**src/tpm_defs.svh**
```systemverilog
`ifndef TPM_DEFS_SVH
`define TPM_DEFS_SVH

// Register addresses on the byte port
`define TPM_A_CR1        4'h0
`define TPM_A_CR2        4'h1
`define TPM_A_SR         4'h2
`define TPM_A_IC1H       4'h3
`define TPM_A_IC1L       4'h4
`define TPM_A_OC1H       4'h5
`define TPM_A_OC1L       4'h6
`define TPM_A_CNTH       4'h7
`define TPM_A_CNTL       4'h8
`define TPM_A_ACNTH      4'h9
`define TPM_A_ACNTL      4'hA
`define TPM_A_IC2H       4'hB
`define TPM_A_IC2L       4'hC
`define TPM_A_OC2H       4'hD
`define TPM_A_OC2L       4'hE

// First control register fields
`define TPM_CR1_CAP_IE   7
`define TPM_CR1_CMP_IE   6
`define TPM_CR1_OVF_IE   5
`define TPM_CR1_FORCE2   4
`define TPM_CR1_FORCE1   3
`define TPM_CR1_LVL2     2
`define TPM_CR1_EDGE1    1
`define TPM_CR1_LVL1     0

// Second control register fields
`define TPM_CR2_PIN1_EN  7
`define TPM_CR2_PIN2_EN  6
`define TPM_CR2_ONEP     5
`define TPM_CR2_PWM      4
`define TPM_CR2_PRE_HI   3
`define TPM_CR2_PRE_LO   2
`define TPM_CR2_EDGE2    1
`define TPM_CR2_EXT_EDGE 0

// Status register fields
`define TPM_SR_CAP1      7
`define TPM_SR_CMP1      6
`define TPM_SR_OVF       5
`define TPM_SR_CAP2      4
`define TPM_SR_CMP2      3
`define TPM_SR_DIS       2

// Prescaler codes
`define TPM_PRE_DIV4     2'h0
`define TPM_PRE_DIV2     2'h1
`define TPM_PRE_DIV8     2'h2
`define TPM_PRE_EXT      2'h3

// Reset, load and top values
`define TPM_CR_RST       8'h00
`define TPM_CMP_RST      16'h8000
`define TPM_CNT_RST      16'hFFFC
`define TPM_CNT_LOAD     16'hFFFC
`define TPM_CAP_LOAD     16'hFFFD
`define TPM_CNT_TOP      16'hFFFF

`endif

```
**src/tpm_pkg.sv**
```systemverilog
`default_nettype none
package tpm_pkg;
    // Waveform mode of the timer
    typedef enum logic [1:0] {
        TPM_NORMAL,
        TPM_ONEP,
        TPM_PWM
    } tpm_mode_t;

    typedef logic [15:0] tpm_word_t;
endpackage : tpm_pkg
`default_nettype wire

```
**src/tpm_cmp_if.sv**
```systemverilog
`default_nettype none
interface tpm_cmp_if;
    logic        wr_hi;
    logic        wr_lo;
    logic [7:0]  wdata;
    logic        pwm;
    logic        period_end;
    logic        tick;
    logic [15:0] cnt;
    logic [15:0] value;
    logic        match;

    modport timer (output wr_hi, wr_lo, wdata, pwm, period_end, tick, cnt,
                   input value, match);
    modport unit  (input wr_hi, wr_lo, wdata, pwm, period_end, tick, cnt,
                   output value, match);
endinterface : tpm_cmp_if
`default_nettype wire

```
**src/tpm_cmp.sv**
```systemverilog
`default_nettype none
`include "tpm_defs.svh"
module tpm_cmp
    import tpm_pkg::*;
(
    // Clock and reset
    input  wire logic clk,
    input  wire logic rst_n,
    // Link to the timer core
    tpm_cmp_if.unit   c
);
    tpm_word_t written_q;
    tpm_word_t active_q;
    logic      inhibit_q;

    // Software copy of the compare word
    always_ff @(posedge clk or negedge rst_n) begin
        if (!rst_n) begin
            written_q <= `TPM_CMP_RST;
        end else if (c.wr_hi) begin
            written_q <= {c.wdata, written_q[7:0]};
        end else if (c.wr_lo) begin
            written_q <= {written_q[15:8], c.wdata};
        end
    end

    // High byte write blocks compares until low byte
    always_ff @(posedge clk or negedge rst_n) begin
        if (!rst_n) begin
            inhibit_q <= 1'b0;
        end else if (c.wr_hi) begin
            inhibit_q <= 1'b1;
        end else if (c.wr_lo) begin
            inhibit_q <= 1'b0;
        end
    end

    // Working copy; in PWM only taken at period end
    always_ff @(posedge clk or negedge rst_n) begin
        if (!rst_n) begin
            active_q <= `TPM_CMP_RST;
        end else if (!inhibit_q && (!c.pwm || c.period_end)) begin
            active_q <= written_q;
        end
    end

    // Match on a counter tick
    always_comb begin
        c.value = written_q;
        c.match = c.tick && !inhibit_q && (active_q == c.cnt);
    end
endmodule : tpm_cmp
`default_nettype wire

```
**src/tpm_edge.sv**
```systemverilog
`default_nettype none
`include "tpm_defs.svh"
module tpm_edge
    import tpm_pkg::*;
(
    // Clock and reset
    input  wire logic clk,
    input  wire logic rst_n,
    // Pin and edge choice
    input  wire logic pin,
    input  wire logic rise_sel,
    // Detected edge
    output logic      edge_p
);
    logic pin_q;

    // Previous pin level
    always_ff @(posedge clk or negedge rst_n) begin
        if (!rst_n) begin
            pin_q <= 1'b0;
        end else begin
            pin_q <= pin;
        end
    end

    // Selected transition, one cycle long
    always_comb begin
        edge_p = rise_sel ? (pin & ~pin_q) : (~pin & pin_q);
    end
endmodule : tpm_edge
`default_nettype wire

```
**src/tpm_timer.sv**
```systemverilog
// Decided for this implementation: the placing of the registers and the address-and-strobe port.
`default_nettype none
`include "tpm_defs.svh"
module tpm_timer
    import tpm_pkg::*;
#(
    parameter int ADDR_W = 4
) (
    // Clock and reset
    input  wire logic              clk,
    input  wire logic              rst_n,
    // Register port
    input  wire logic [ADDR_W-1:0] addr,
    input  wire logic [7:0]        wdata,
    input  wire logic              wr,
    input  wire logic              rd,
    output logic      [7:0]        rdata,
    // Event pins
    input  wire logic              cap1_pin,
    input  wire logic              cap2_pin,
    input  wire logic              ext_clk_pin,
    // Waveform pins
    output logic                   cmp1_pin_o,
    output logic                   cmp1_pin_oe,
    output logic                   cmp2_pin_o,
    output logic                   cmp2_pin_oe,
    // System state
    input  wire logic              halt,
    input  wire logic              cpu_mask,
    output logic                   irq
);
    if (ADDR_W < 4) begin : g_chk
        $error("tpm_timer: ADDR_W must be at least 4");
    end

    logic [7:0]  cr1_q;
    logic [7:0]  cr2_q;
    logic        dis_q;
    logic [7:0]  flag_q;
    logic [7:0]  clr_arm_q;
    logic [7:0]  flag_set;
    logic [7:0]  flag_clr;
    tpm_word_t   cnt_q;
    tpm_word_t   ic1_q;
    tpm_word_t   ic2_q;
    logic [1:0]  cap_inh_q;
    logic [1:0]  halt_arm_q;
    logic [2:0]  pre_q;
    logic        pin1_q;
    logic        pin2_q;
    logic        oe1_q;
    logic        oe2_q;
    logic        irq_q;
    logic [7:0]  rdata_q;
    logic [7:0]  rd_mux;
    logic        tick;
    logic        ext_edge;
    logic        cap1_edge;
    logic        cap2_edge;
    logic        cap1_ev;
    logic        cap2_ev;
    logic        trig;
    logic        reload;
    logic        ovf;
    logic        run;
    tpm_mode_t   mode;
    logic [3:0]  a;

    tpm_cmp_if cmp1_if ();
    tpm_cmp_if cmp2_if ();

    assign a = addr[3:0];

    // Edge detectors for the three event pins
    tpm_edge u_edge_cap1 (
        .clk      (clk),
        .rst_n    (rst_n),
        .pin      (cap1_pin),
        .rise_sel (cr1_q[`TPM_CR1_EDGE1]),
        .edge_p   (cap1_edge)
    );
    tpm_edge u_edge_cap2 (
        .clk      (clk),
        .rst_n    (rst_n),
        .pin      (cap2_pin),
        .rise_sel (cr2_q[`TPM_CR2_EDGE2]),
        .edge_p   (cap2_edge)
    );
    tpm_edge u_edge_ext (
        .clk      (clk),
        .rst_n    (rst_n),
        .pin      (ext_clk_pin),
        .rise_sel (cr2_q[`TPM_CR2_EXT_EDGE]),
        .edge_p   (ext_edge)
    );

    // Compare units
    tpm_cmp u_cmp1 (
        .clk   (clk),
        .rst_n (rst_n),
        .c     (cmp1_if)
    );
    tpm_cmp u_cmp2 (
        .clk   (clk),
        .rst_n (rst_n),
        .c     (cmp2_if)
    );

    // Mode decode, PWM wins over one-pulse
    always_comb begin
        if (cr2_q[`TPM_CR2_PWM]) begin
            mode = TPM_PWM;
        end else if (cr2_q[`TPM_CR2_ONEP]) begin
            mode = TPM_ONEP;
        end else begin
            mode = TPM_NORMAL;
        end
    end

    // Counting stops in halt or when disabled
    assign run = !halt && !dis_q;

    // Prescaler divider
    always_ff @(posedge clk or negedge rst_n) begin
        if (!rst_n) begin
            pre_q <= 3'h0;
        end else if (run) begin
            pre_q <= pre_q + 3'h1;
        end
    end

    // Counter tick per prescaler choice
    always_comb begin
        case (cr2_q[`TPM_CR2_PRE_HI:`TPM_CR2_PRE_LO])
            `TPM_PRE_DIV2: tick = run && (pre_q[0] == 1'b1);
            `TPM_PRE_DIV4: tick = run && (pre_q[1:0] == 2'h3);
            `TPM_PRE_DIV8: tick = run && (pre_q == 3'h7);
            default:       tick = run && ext_edge;
        endcase
    end

    // Compare unit links
    always_comb begin
        cmp1_if.wr_hi      = wr && (a == `TPM_A_OC1H);
        cmp1_if.wr_lo      = wr && (a == `TPM_A_OC1L);
        cmp1_if.wdata      = wdata;
        cmp1_if.pwm        = (mode == TPM_PWM);
        cmp1_if.period_end = cmp2_if.match && (mode == TPM_PWM);
        cmp1_if.tick       = tick;
        cmp1_if.cnt        = cnt_q;
        cmp2_if.wr_hi      = wr && (a == `TPM_A_OC2H);
        cmp2_if.wr_lo      = wr && (a == `TPM_A_OC2L);
        cmp2_if.wdata      = wdata;
        cmp2_if.pwm        = (mode == TPM_PWM);
        cmp2_if.period_end = cmp2_if.match && (mode == TPM_PWM);
        cmp2_if.tick       = tick;
        cmp2_if.cnt        = cnt_q;
    end

    // Capture events, held over halt until its exit
    always_comb begin
        cap1_ev = !halt && (cap1_edge || halt_arm_q[0]);
        cap2_ev = !halt && (cap2_edge || halt_arm_q[1]);
        trig    = (mode == TPM_ONEP) && !halt && !dis_q && cap1_edge;
        reload  = trig || ((mode == TPM_PWM) && cmp2_if.match);
        ovf     = tick && !reload && (cnt_q == `TPM_CNT_TOP);
    end

    // Capture edges during halt arm the logic
    always_ff @(posedge clk or negedge rst_n) begin
        if (!rst_n) begin
            halt_arm_q <= 2'h0;
        end else if (halt) begin
            halt_arm_q <= halt_arm_q | {cap2_edge, cap1_edge && (mode == TPM_NORMAL)};
        end else begin
            halt_arm_q <= 2'h0;
        end
    end

    // Free running counter
    always_ff @(posedge clk or negedge rst_n) begin
        if (!rst_n) begin
            cnt_q <= `TPM_CNT_RST;
        end else if (reload) begin
            cnt_q <= `TPM_CNT_LOAD;
        end else if (tick) begin
            cnt_q <= cnt_q + 16'h0001;
        end
    end

    // Capture reads of the high byte freeze transfers
    always_ff @(posedge clk or negedge rst_n) begin
        if (!rst_n) begin
            cap_inh_q <= 2'h0;
        end else begin
            if (rd && (a == `TPM_A_IC1H)) begin
                cap_inh_q[0] <= 1'b1;
            end else if (rd && (a == `TPM_A_IC1L)) begin
                cap_inh_q[0] <= 1'b0;
            end
            if (rd && (a == `TPM_A_IC2H)) begin
                cap_inh_q[1] <= 1'b1;
            end else if (rd && (a == `TPM_A_IC2L)) begin
                cap_inh_q[1] <= 1'b0;
            end
        end
    end

    // First capture register
    always_ff @(posedge clk or negedge rst_n) begin
        if (!rst_n) begin
            ic1_q <= 16'h0000;
        end else if (trig) begin
            ic1_q <= `TPM_CAP_LOAD;
        end else if ((mode == TPM_NORMAL) && cap1_ev && !cap_inh_q[0]) begin
            ic1_q <= cnt_q;
        end
    end

    // Second capture register works in every mode
    always_ff @(posedge clk or negedge rst_n) begin
        if (!rst_n) begin
            ic2_q <= 16'h0000;
        end else if (cap2_ev && !cap_inh_q[1]) begin
            ic2_q <= cnt_q;
        end
    end

    // Hardware flag sets per mode
    always_comb begin
        flag_set                = 8'h00;
        flag_set[`TPM_SR_CAP1]  = trig
                                || ((mode == TPM_PWM) && cmp2_if.match)
                                || ((mode == TPM_NORMAL) && cap1_ev && !cap_inh_q[0]);
        flag_set[`TPM_SR_CMP1]  = (mode == TPM_NORMAL) && cmp1_if.match;
        flag_set[`TPM_SR_OVF]   = ovf;
        flag_set[`TPM_SR_CAP2]  = cap2_ev && !cap_inh_q[1];
        flag_set[`TPM_SR_CMP2]  = (mode != TPM_PWM) && cmp2_if.match;
    end

    // Low byte accesses that complete a clear
    always_comb begin
        flag_clr                = 8'h00;
        flag_clr[`TPM_SR_CAP1]  = (rd || wr) && (a == `TPM_A_IC1L);
        flag_clr[`TPM_SR_CMP1]  = (rd || wr) && (a == `TPM_A_OC1L);
        flag_clr[`TPM_SR_OVF]   = (rd || wr) && (a == `TPM_A_CNTL);
        flag_clr[`TPM_SR_CAP2]  = (rd || wr) && (a == `TPM_A_IC2L);
        flag_clr[`TPM_SR_CMP2]  = (rd || wr) && (a == `TPM_A_OC2L);
    end

    // Status flags, set beats clear
    for (genvar i = `TPM_SR_CMP2; i <= `TPM_SR_CAP1; i++) begin : g_flag
        always_ff @(posedge clk or negedge rst_n) begin
            if (!rst_n) begin
                flag_q[i]    <= 1'b0;
                clr_arm_q[i] <= 1'b0;
            end else begin
                if (flag_set[i]) begin
                    flag_q[i] <= 1'b1;
                end else if (flag_clr[i] && clr_arm_q[i]) begin
                    flag_q[i] <= 1'b0;
                end
                if (rd && (a == `TPM_A_SR) && flag_q[i]) begin
                    clr_arm_q[i] <= 1'b1;
                end else if (flag_clr[i]) begin
                    clr_arm_q[i] <= 1'b0;
                end
            end
        end
    end
    for (genvar i = 0; i < `TPM_SR_CMP2; i++) begin : g_nofl
        assign flag_q[i]    = 1'b0;
        assign clr_arm_q[i] = 1'b0;
    end

    // Control registers and disable bit
    always_ff @(posedge clk or negedge rst_n) begin
        if (!rst_n) begin
            cr1_q <= `TPM_CR_RST;
            cr2_q <= `TPM_CR_RST;
            dis_q <= 1'b0;
        end else if (wr) begin
            if (a == `TPM_A_CR1) begin
                cr1_q <= wdata;
            end
            if (a == `TPM_A_CR2) begin
                cr2_q <= wdata;
            end
            if (a == `TPM_A_SR) begin
                dis_q <= wdata[`TPM_SR_DIS];
            end
        end
    end

    // First waveform latch
    always_ff @(posedge clk or negedge rst_n) begin
        if (!rst_n) begin
            pin1_q <= 1'b0;
        end else begin
            case (mode)
                TPM_NORMAL: begin
                    if (cr1_q[`TPM_CR1_FORCE1] || cmp1_if.match) begin
                        pin1_q <= cr1_q[`TPM_CR1_LVL1];
                    end
                end
                TPM_ONEP: begin
                    if (trig) begin
                        pin1_q <= cr1_q[`TPM_CR1_LVL2];
                    end else if (cmp1_if.match) begin
                        pin1_q <= cr1_q[`TPM_CR1_LVL1];
                    end
                end
                TPM_PWM: begin
                    if (cmp2_if.match) begin
                        pin1_q <= cr1_q[`TPM_CR1_LVL2];
                    end else if (cmp1_if.match) begin
                        pin1_q <= cr1_q[`TPM_CR1_LVL1];
                    end
                end
                default: begin
                    pin1_q <= pin1_q;
                end
            endcase
        end
    end

    // Second waveform latch, normal mode only
    always_ff @(posedge clk or negedge rst_n) begin
        if (!rst_n) begin
            pin2_q <= 1'b0;
        end else if (mode == TPM_NORMAL) begin
            if (cr1_q[`TPM_CR1_FORCE2] || cmp2_if.match) begin
                pin2_q <= cr1_q[`TPM_CR1_LVL2];
            end
        end
    end

    // Pin enables, dropped while disabled
    always_ff @(posedge clk or negedge rst_n) begin
        if (!rst_n) begin
            oe1_q <= 1'b0;
            oe2_q <= 1'b0;
        end else begin
            oe1_q <= cr2_q[`TPM_CR2_PIN1_EN] && !dis_q;
            oe2_q <= cr2_q[`TPM_CR2_PIN2_EN] && !dis_q && (mode == TPM_NORMAL);
        end
    end

    // Shared interrupt request
    always_ff @(posedge clk or negedge rst_n) begin
        if (!rst_n) begin
            irq_q <= 1'b0;
        end else begin
            irq_q <= !cpu_mask
                  && ((cr1_q[`TPM_CR1_CAP_IE] && (flag_q[`TPM_SR_CAP1] || flag_q[`TPM_SR_CAP2]))
                   || (cr1_q[`TPM_CR1_CMP_IE] && (flag_q[`TPM_SR_CMP1] || flag_q[`TPM_SR_CMP2]))
                   || (cr1_q[`TPM_CR1_OVF_IE] && flag_q[`TPM_SR_OVF]));
        end
    end

    // Read selection
    always_comb begin
        case (a)
            `TPM_A_CR1:   rd_mux = cr1_q;
            `TPM_A_CR2:   rd_mux = cr2_q;
            `TPM_A_SR:    rd_mux = {flag_q[7:3], dis_q, 2'h0};
            `TPM_A_IC1H:  rd_mux = ic1_q[15:8];
            `TPM_A_IC1L:  rd_mux = ic1_q[7:0];
            `TPM_A_OC1H:  rd_mux = cmp1_if.value[15:8];
            `TPM_A_OC1L:  rd_mux = cmp1_if.value[7:0];
            `TPM_A_CNTH:  rd_mux = cnt_q[15:8];
            `TPM_A_CNTL:  rd_mux = cnt_q[7:0];
            `TPM_A_ACNTH: rd_mux = cnt_q[15:8];
            `TPM_A_ACNTL: rd_mux = cnt_q[7:0];
            `TPM_A_IC2H:  rd_mux = ic2_q[15:8];
            `TPM_A_IC2L:  rd_mux = ic2_q[7:0];
            `TPM_A_OC2H:  rd_mux = cmp2_if.value[15:8];
            `TPM_A_OC2L:  rd_mux = cmp2_if.value[7:0];
            default:      rd_mux = 8'h00;
        endcase
        if (addr[ADDR_W-1:0] > ADDR_W'(15)) begin
            rd_mux = 8'h00;
        end
    end

    // Read data one cycle after the strobe
    always_ff @(posedge clk or negedge rst_n) begin
        if (!rst_n) begin
            rdata_q <= 8'h00;
        end else begin
            rdata_q <= rd ? rd_mux : 8'h00;
        end
    end

    assign rdata       = rdata_q;
    assign cmp1_pin_o  = pin1_q;
    assign cmp1_pin_oe = oe1_q;
    assign cmp2_pin_o  = pin2_q;
    assign cmp2_pin_oe = oe2_q;
    assign irq         = irq_q;
endmodule : tpm_timer
`default_nettype wire
```
**config.mk**
```make
export PLATFORM = sky130hd
export DESIGN_NAME = tpm_timer
export DESIGN_NICKNAME = d
export VERILOG_FILES = /design/src/tpm_pkg.sv /design/src/tpm_cmp_if.sv /design/src/tpm_cmp.sv /design/src/tpm_edge.sv /design/src/tpm_timer.sv
export VERILOG_INCLUDE_DIRS = /design/src /design/src/src
export SDC_FILE = /design/constraint.sdc
export NUM_CORES = 1
export LEC_CHECK = 0
export BUFFER_PORTS_ARGS = -buffer_cell sky130_fd_sc_hd__buf_4
export CAP_MARGIN = 20
export CORE_AREA = 5 5 182 96
export DETAILED_ROUTE_END_ITERATION = 16
export DIE_AREA = 0 0 187 101
export PLACE_DENSITY = 0.74
export SYNTH_ARGS = -nofsm -noshare
export SYNTH_HDL_FRONTEND = slang
export SYNTH_SLANG_ARGS = --single-unit
export TNS_END_PERCENT = 20
```
**constraint.sdc**
```tcl
create_clock -name clk -period 6.2 [get_ports clk]
set_clock_uncertainty 0.15 [all_clocks]
set_input_delay 0.93 -clock clk [delete_from_list [all_inputs] [get_ports clk]]
set_output_delay 0.93 -clock clk [all_outputs]
set_load 0.01 [all_outputs]
```
==> metrics <==
Async S/R FF share, synth between 90% and 100%; layout cells sized above 1 a little over a quarter; critical-path maximum fanout 16; Final WS setup 3050 ps; distinct cell type count after synthesis 59; critical path depth in cells 7; crit start category input pin; Lkg Pwr approximately 0.0038 µW; H-tree depth 4; vias per inst 6.47; Hold Fails Final Rpt 0; CTS buffer count 17; vias in the first global route 5856; post-route minimum period around 3200 ps; port bufs 33; Post-CTS Repair Setup Buffers 0; Vias 5987; Global Route Usage Sum 26.7%; RSZ-0062 raised after global routing no; critical path type input pin to flip-flop; CTS Root Cell clkbuf_16; largest net degree at the start of global routing 63; # DRC 0; Worst-path clk slew roughly 70 ps; post-DR wirelength/cell 26.4 µm; Setup Viol. Count Final 0; max incr delay on CP 690 ps; FF+latch count, synth 164; I/O pins 34; CP required 6370 ps; Top FF cell, synth dfrtp_1; drt first pass iters 6; Post-synth EDFFs 0; max_slew headroom 28.5%; TritonCTS clock tree built; PostCTS Resize Cnt 0; antenna violations before repair 0; Slowest-stage cell, CP a21oi_4; CP endpoint kind flip-flop; worst hold path class input pin to async pin; core footprint around 16000 µm²; arrival time worst endpoint 3330 ps; total of max-cap violations 0; first-pass GRT wire length 37.2 mm; dpl ws 2720 ps; CTS Hold Bufs 0; Slew @ Worst Pin 1070 ps; total of warnings raised by yosys 0; area delta synth->final 10.9%; filler instances 1308; Die Area around 19000 µm²; Avg Inst Size Synth 11.4 µm²; maximum vdd drop 0.237 mV; DP HPWL 17.7 mm; antenna cells 0; total negative slack 0 ps; Reg2Reg Depth 6; nets 727; crit-path cells buf_4 > nor2_2 > o221a_2 > nand4_1 > nand2b_1 > a21oi_4 > mux2_2; WP buf/inv 1; clk_lat worst skew 440 ps; sequential element share of the synthesized area 51.8%; syn nets a little over 700; CTS sink count 164; Post-DRT Antenna Nets 0; Mapped Cells 698; status finished clean; total power divided by cell area 458 nW/µm²; Clock Tree Buf Depth 2; final worst path period share 50.9%; Final GP Congestion 1.05; fin. max-slew vios 0; FP Rows 33; initial core utilization 50.3%; GRT Residual Overflow 0; routed wire length 24.4 mm; die width 187 µm; Mapped Area 7970 µm²; Die Y about 100 µm; fmax about 320 MHz; drt initial violations 858; CP top delay family compound AO/OA/AOI/OAI gates
-- state kept, by name, summed over array words and instances, names as in the netlist, 2 cells and up --
register and cells:
cap_inh_q 2, clr_arm_q 5, cmp1_if.cnt 16, cr1_q 8, cr2_q 8, flag_q 5, halt_arm_q 2, ic1_q 16
ic2_q 16, pre_q 3, rdata 8, u_cmp1.active_q 16, u_cmp1.c.value 16, u_cmp2.active_q 16, u_cmp2.c.value 16
-- report_power, final --
part | switching [µW] | internal, µW
sequential | 529 | 1470
combinational | 418 | 559
clock | 457 | 609
total | 1400 | 2640
-- cells by family after synthesis --
logic type	Yosys count	synth area share, %
compound gates	134	12.0
mux	104	15.7
xor+xnor	47	5.17
fa+ha+maj	3	0.471
buf+inv	64	3.88
flops	164	51.8
simple gates	182	11.0
-- synthesized netlist by cell type (all sizes together) (13+ instances only) --
master | instances | share of area (%)
mux2 | 96 | 15
a21oi | 22 | 1.7
clkbuf | 31 | 1.5
nand2 | 56 | 2.7
inv | 14 | 0.66
xnor2 | 38 | 4.2
buf | 19 | 1.8
o22a | 15 | 1.7
o21ai | 29 | 1.8
nor2 | 42 | 2.0
nor3 | 14 | 0.94
dfrtp | 146 | 46
nand3 | 21 | 1.3
nand4 | 13 | 1.0
dfstp | 18 | 5.9
-- cell type report --
class	count	area (µm²)	share of cell area [%]
sequential	164	4130	46.7
timing repair buffer	36	274	3.10
tap	210	263	2.97
inverter	14	52.6	0.594
clock inverter	13	149	1.68
multi-input combinational	470	3530	40.0
clock buffer	19	443	5.01
-- worst paths after layout --
kind / end / startpoint / slack (ps)
max: u_cmp1.active_q[1]$_DFFE_PN0P_ / halt / 3050
min: irq$_DFF_PN0_ / rst_n / 330
max reg2reg: u_cmp1.active_q[1]$_DFFE_PN0P_ / cmp1_if.cnt[2]$_DFFE_PN1P_ / 3160
min reg2reg: ic1_q[3]$_DFFE_PN0P_ / ic1_q[3]$_DFFE_PN0P_ / 340
max in group asynchronous: u_cmp2.c.value[7]$_DFFE_PN0P_ / rst_n / 4460
min in group clk: ic1_q[3]$_DFFE_PN0P_ / ic1_q[3]$_DFFE_PN0P_ / 340
-- stage by stage --
stage | instances | power, µW | hold slack, ps | instance area (µm²) | util [%]
4_1_cts | 926 | 4010 | 342 | 8840 | 55.8
2_1_floorplan | 698 | 2550 | 299 | 7970 | -
3_5_place_dp | 894 | 2940 | 328 | 8250 | 52.0
5_1_grt | 926 | 4220 | 350 | 8840 | 55.8
6_report | 926 | 4050 | 334 | 8840 | 55.8
3_3_place_gp | 894 | 2890 | 316 | 8250 | 52.0
-- layout by cell type (no fill, tap or decap), drive strengths merged, types with 15 or more instances in the layout --
| master | netlist | final |
|---|---|---|
| dfrtp | 146 | 146 |
| mux2 | 96 | 96 |
| nand2 | 56 | 56 |
| nor2 | 42 | 42 |
| xnor2 | 38 | 38 |
| buf | 19 | 36 |
| o21ai | 29 | 29 |
| a21oi | 22 | 22 |
| nand3 | 21 | 21 |
| clkbuf | 31 | 19 |
| dfstp | 18 | 18 |
| inv | 14 | 18 |
| o22a | 15 | 15 |
-- metal layers --
layer,GRT usage [%],up-vias,share of wire (%)
met5,0,-,0
li1,-,2524,-
met1,39.9,3047,45
met2,34.0,369,38
met3,12.9,47,15
met4,7.10,0,1.8
No activity file was read; power rests on OpenSTA's default activity.
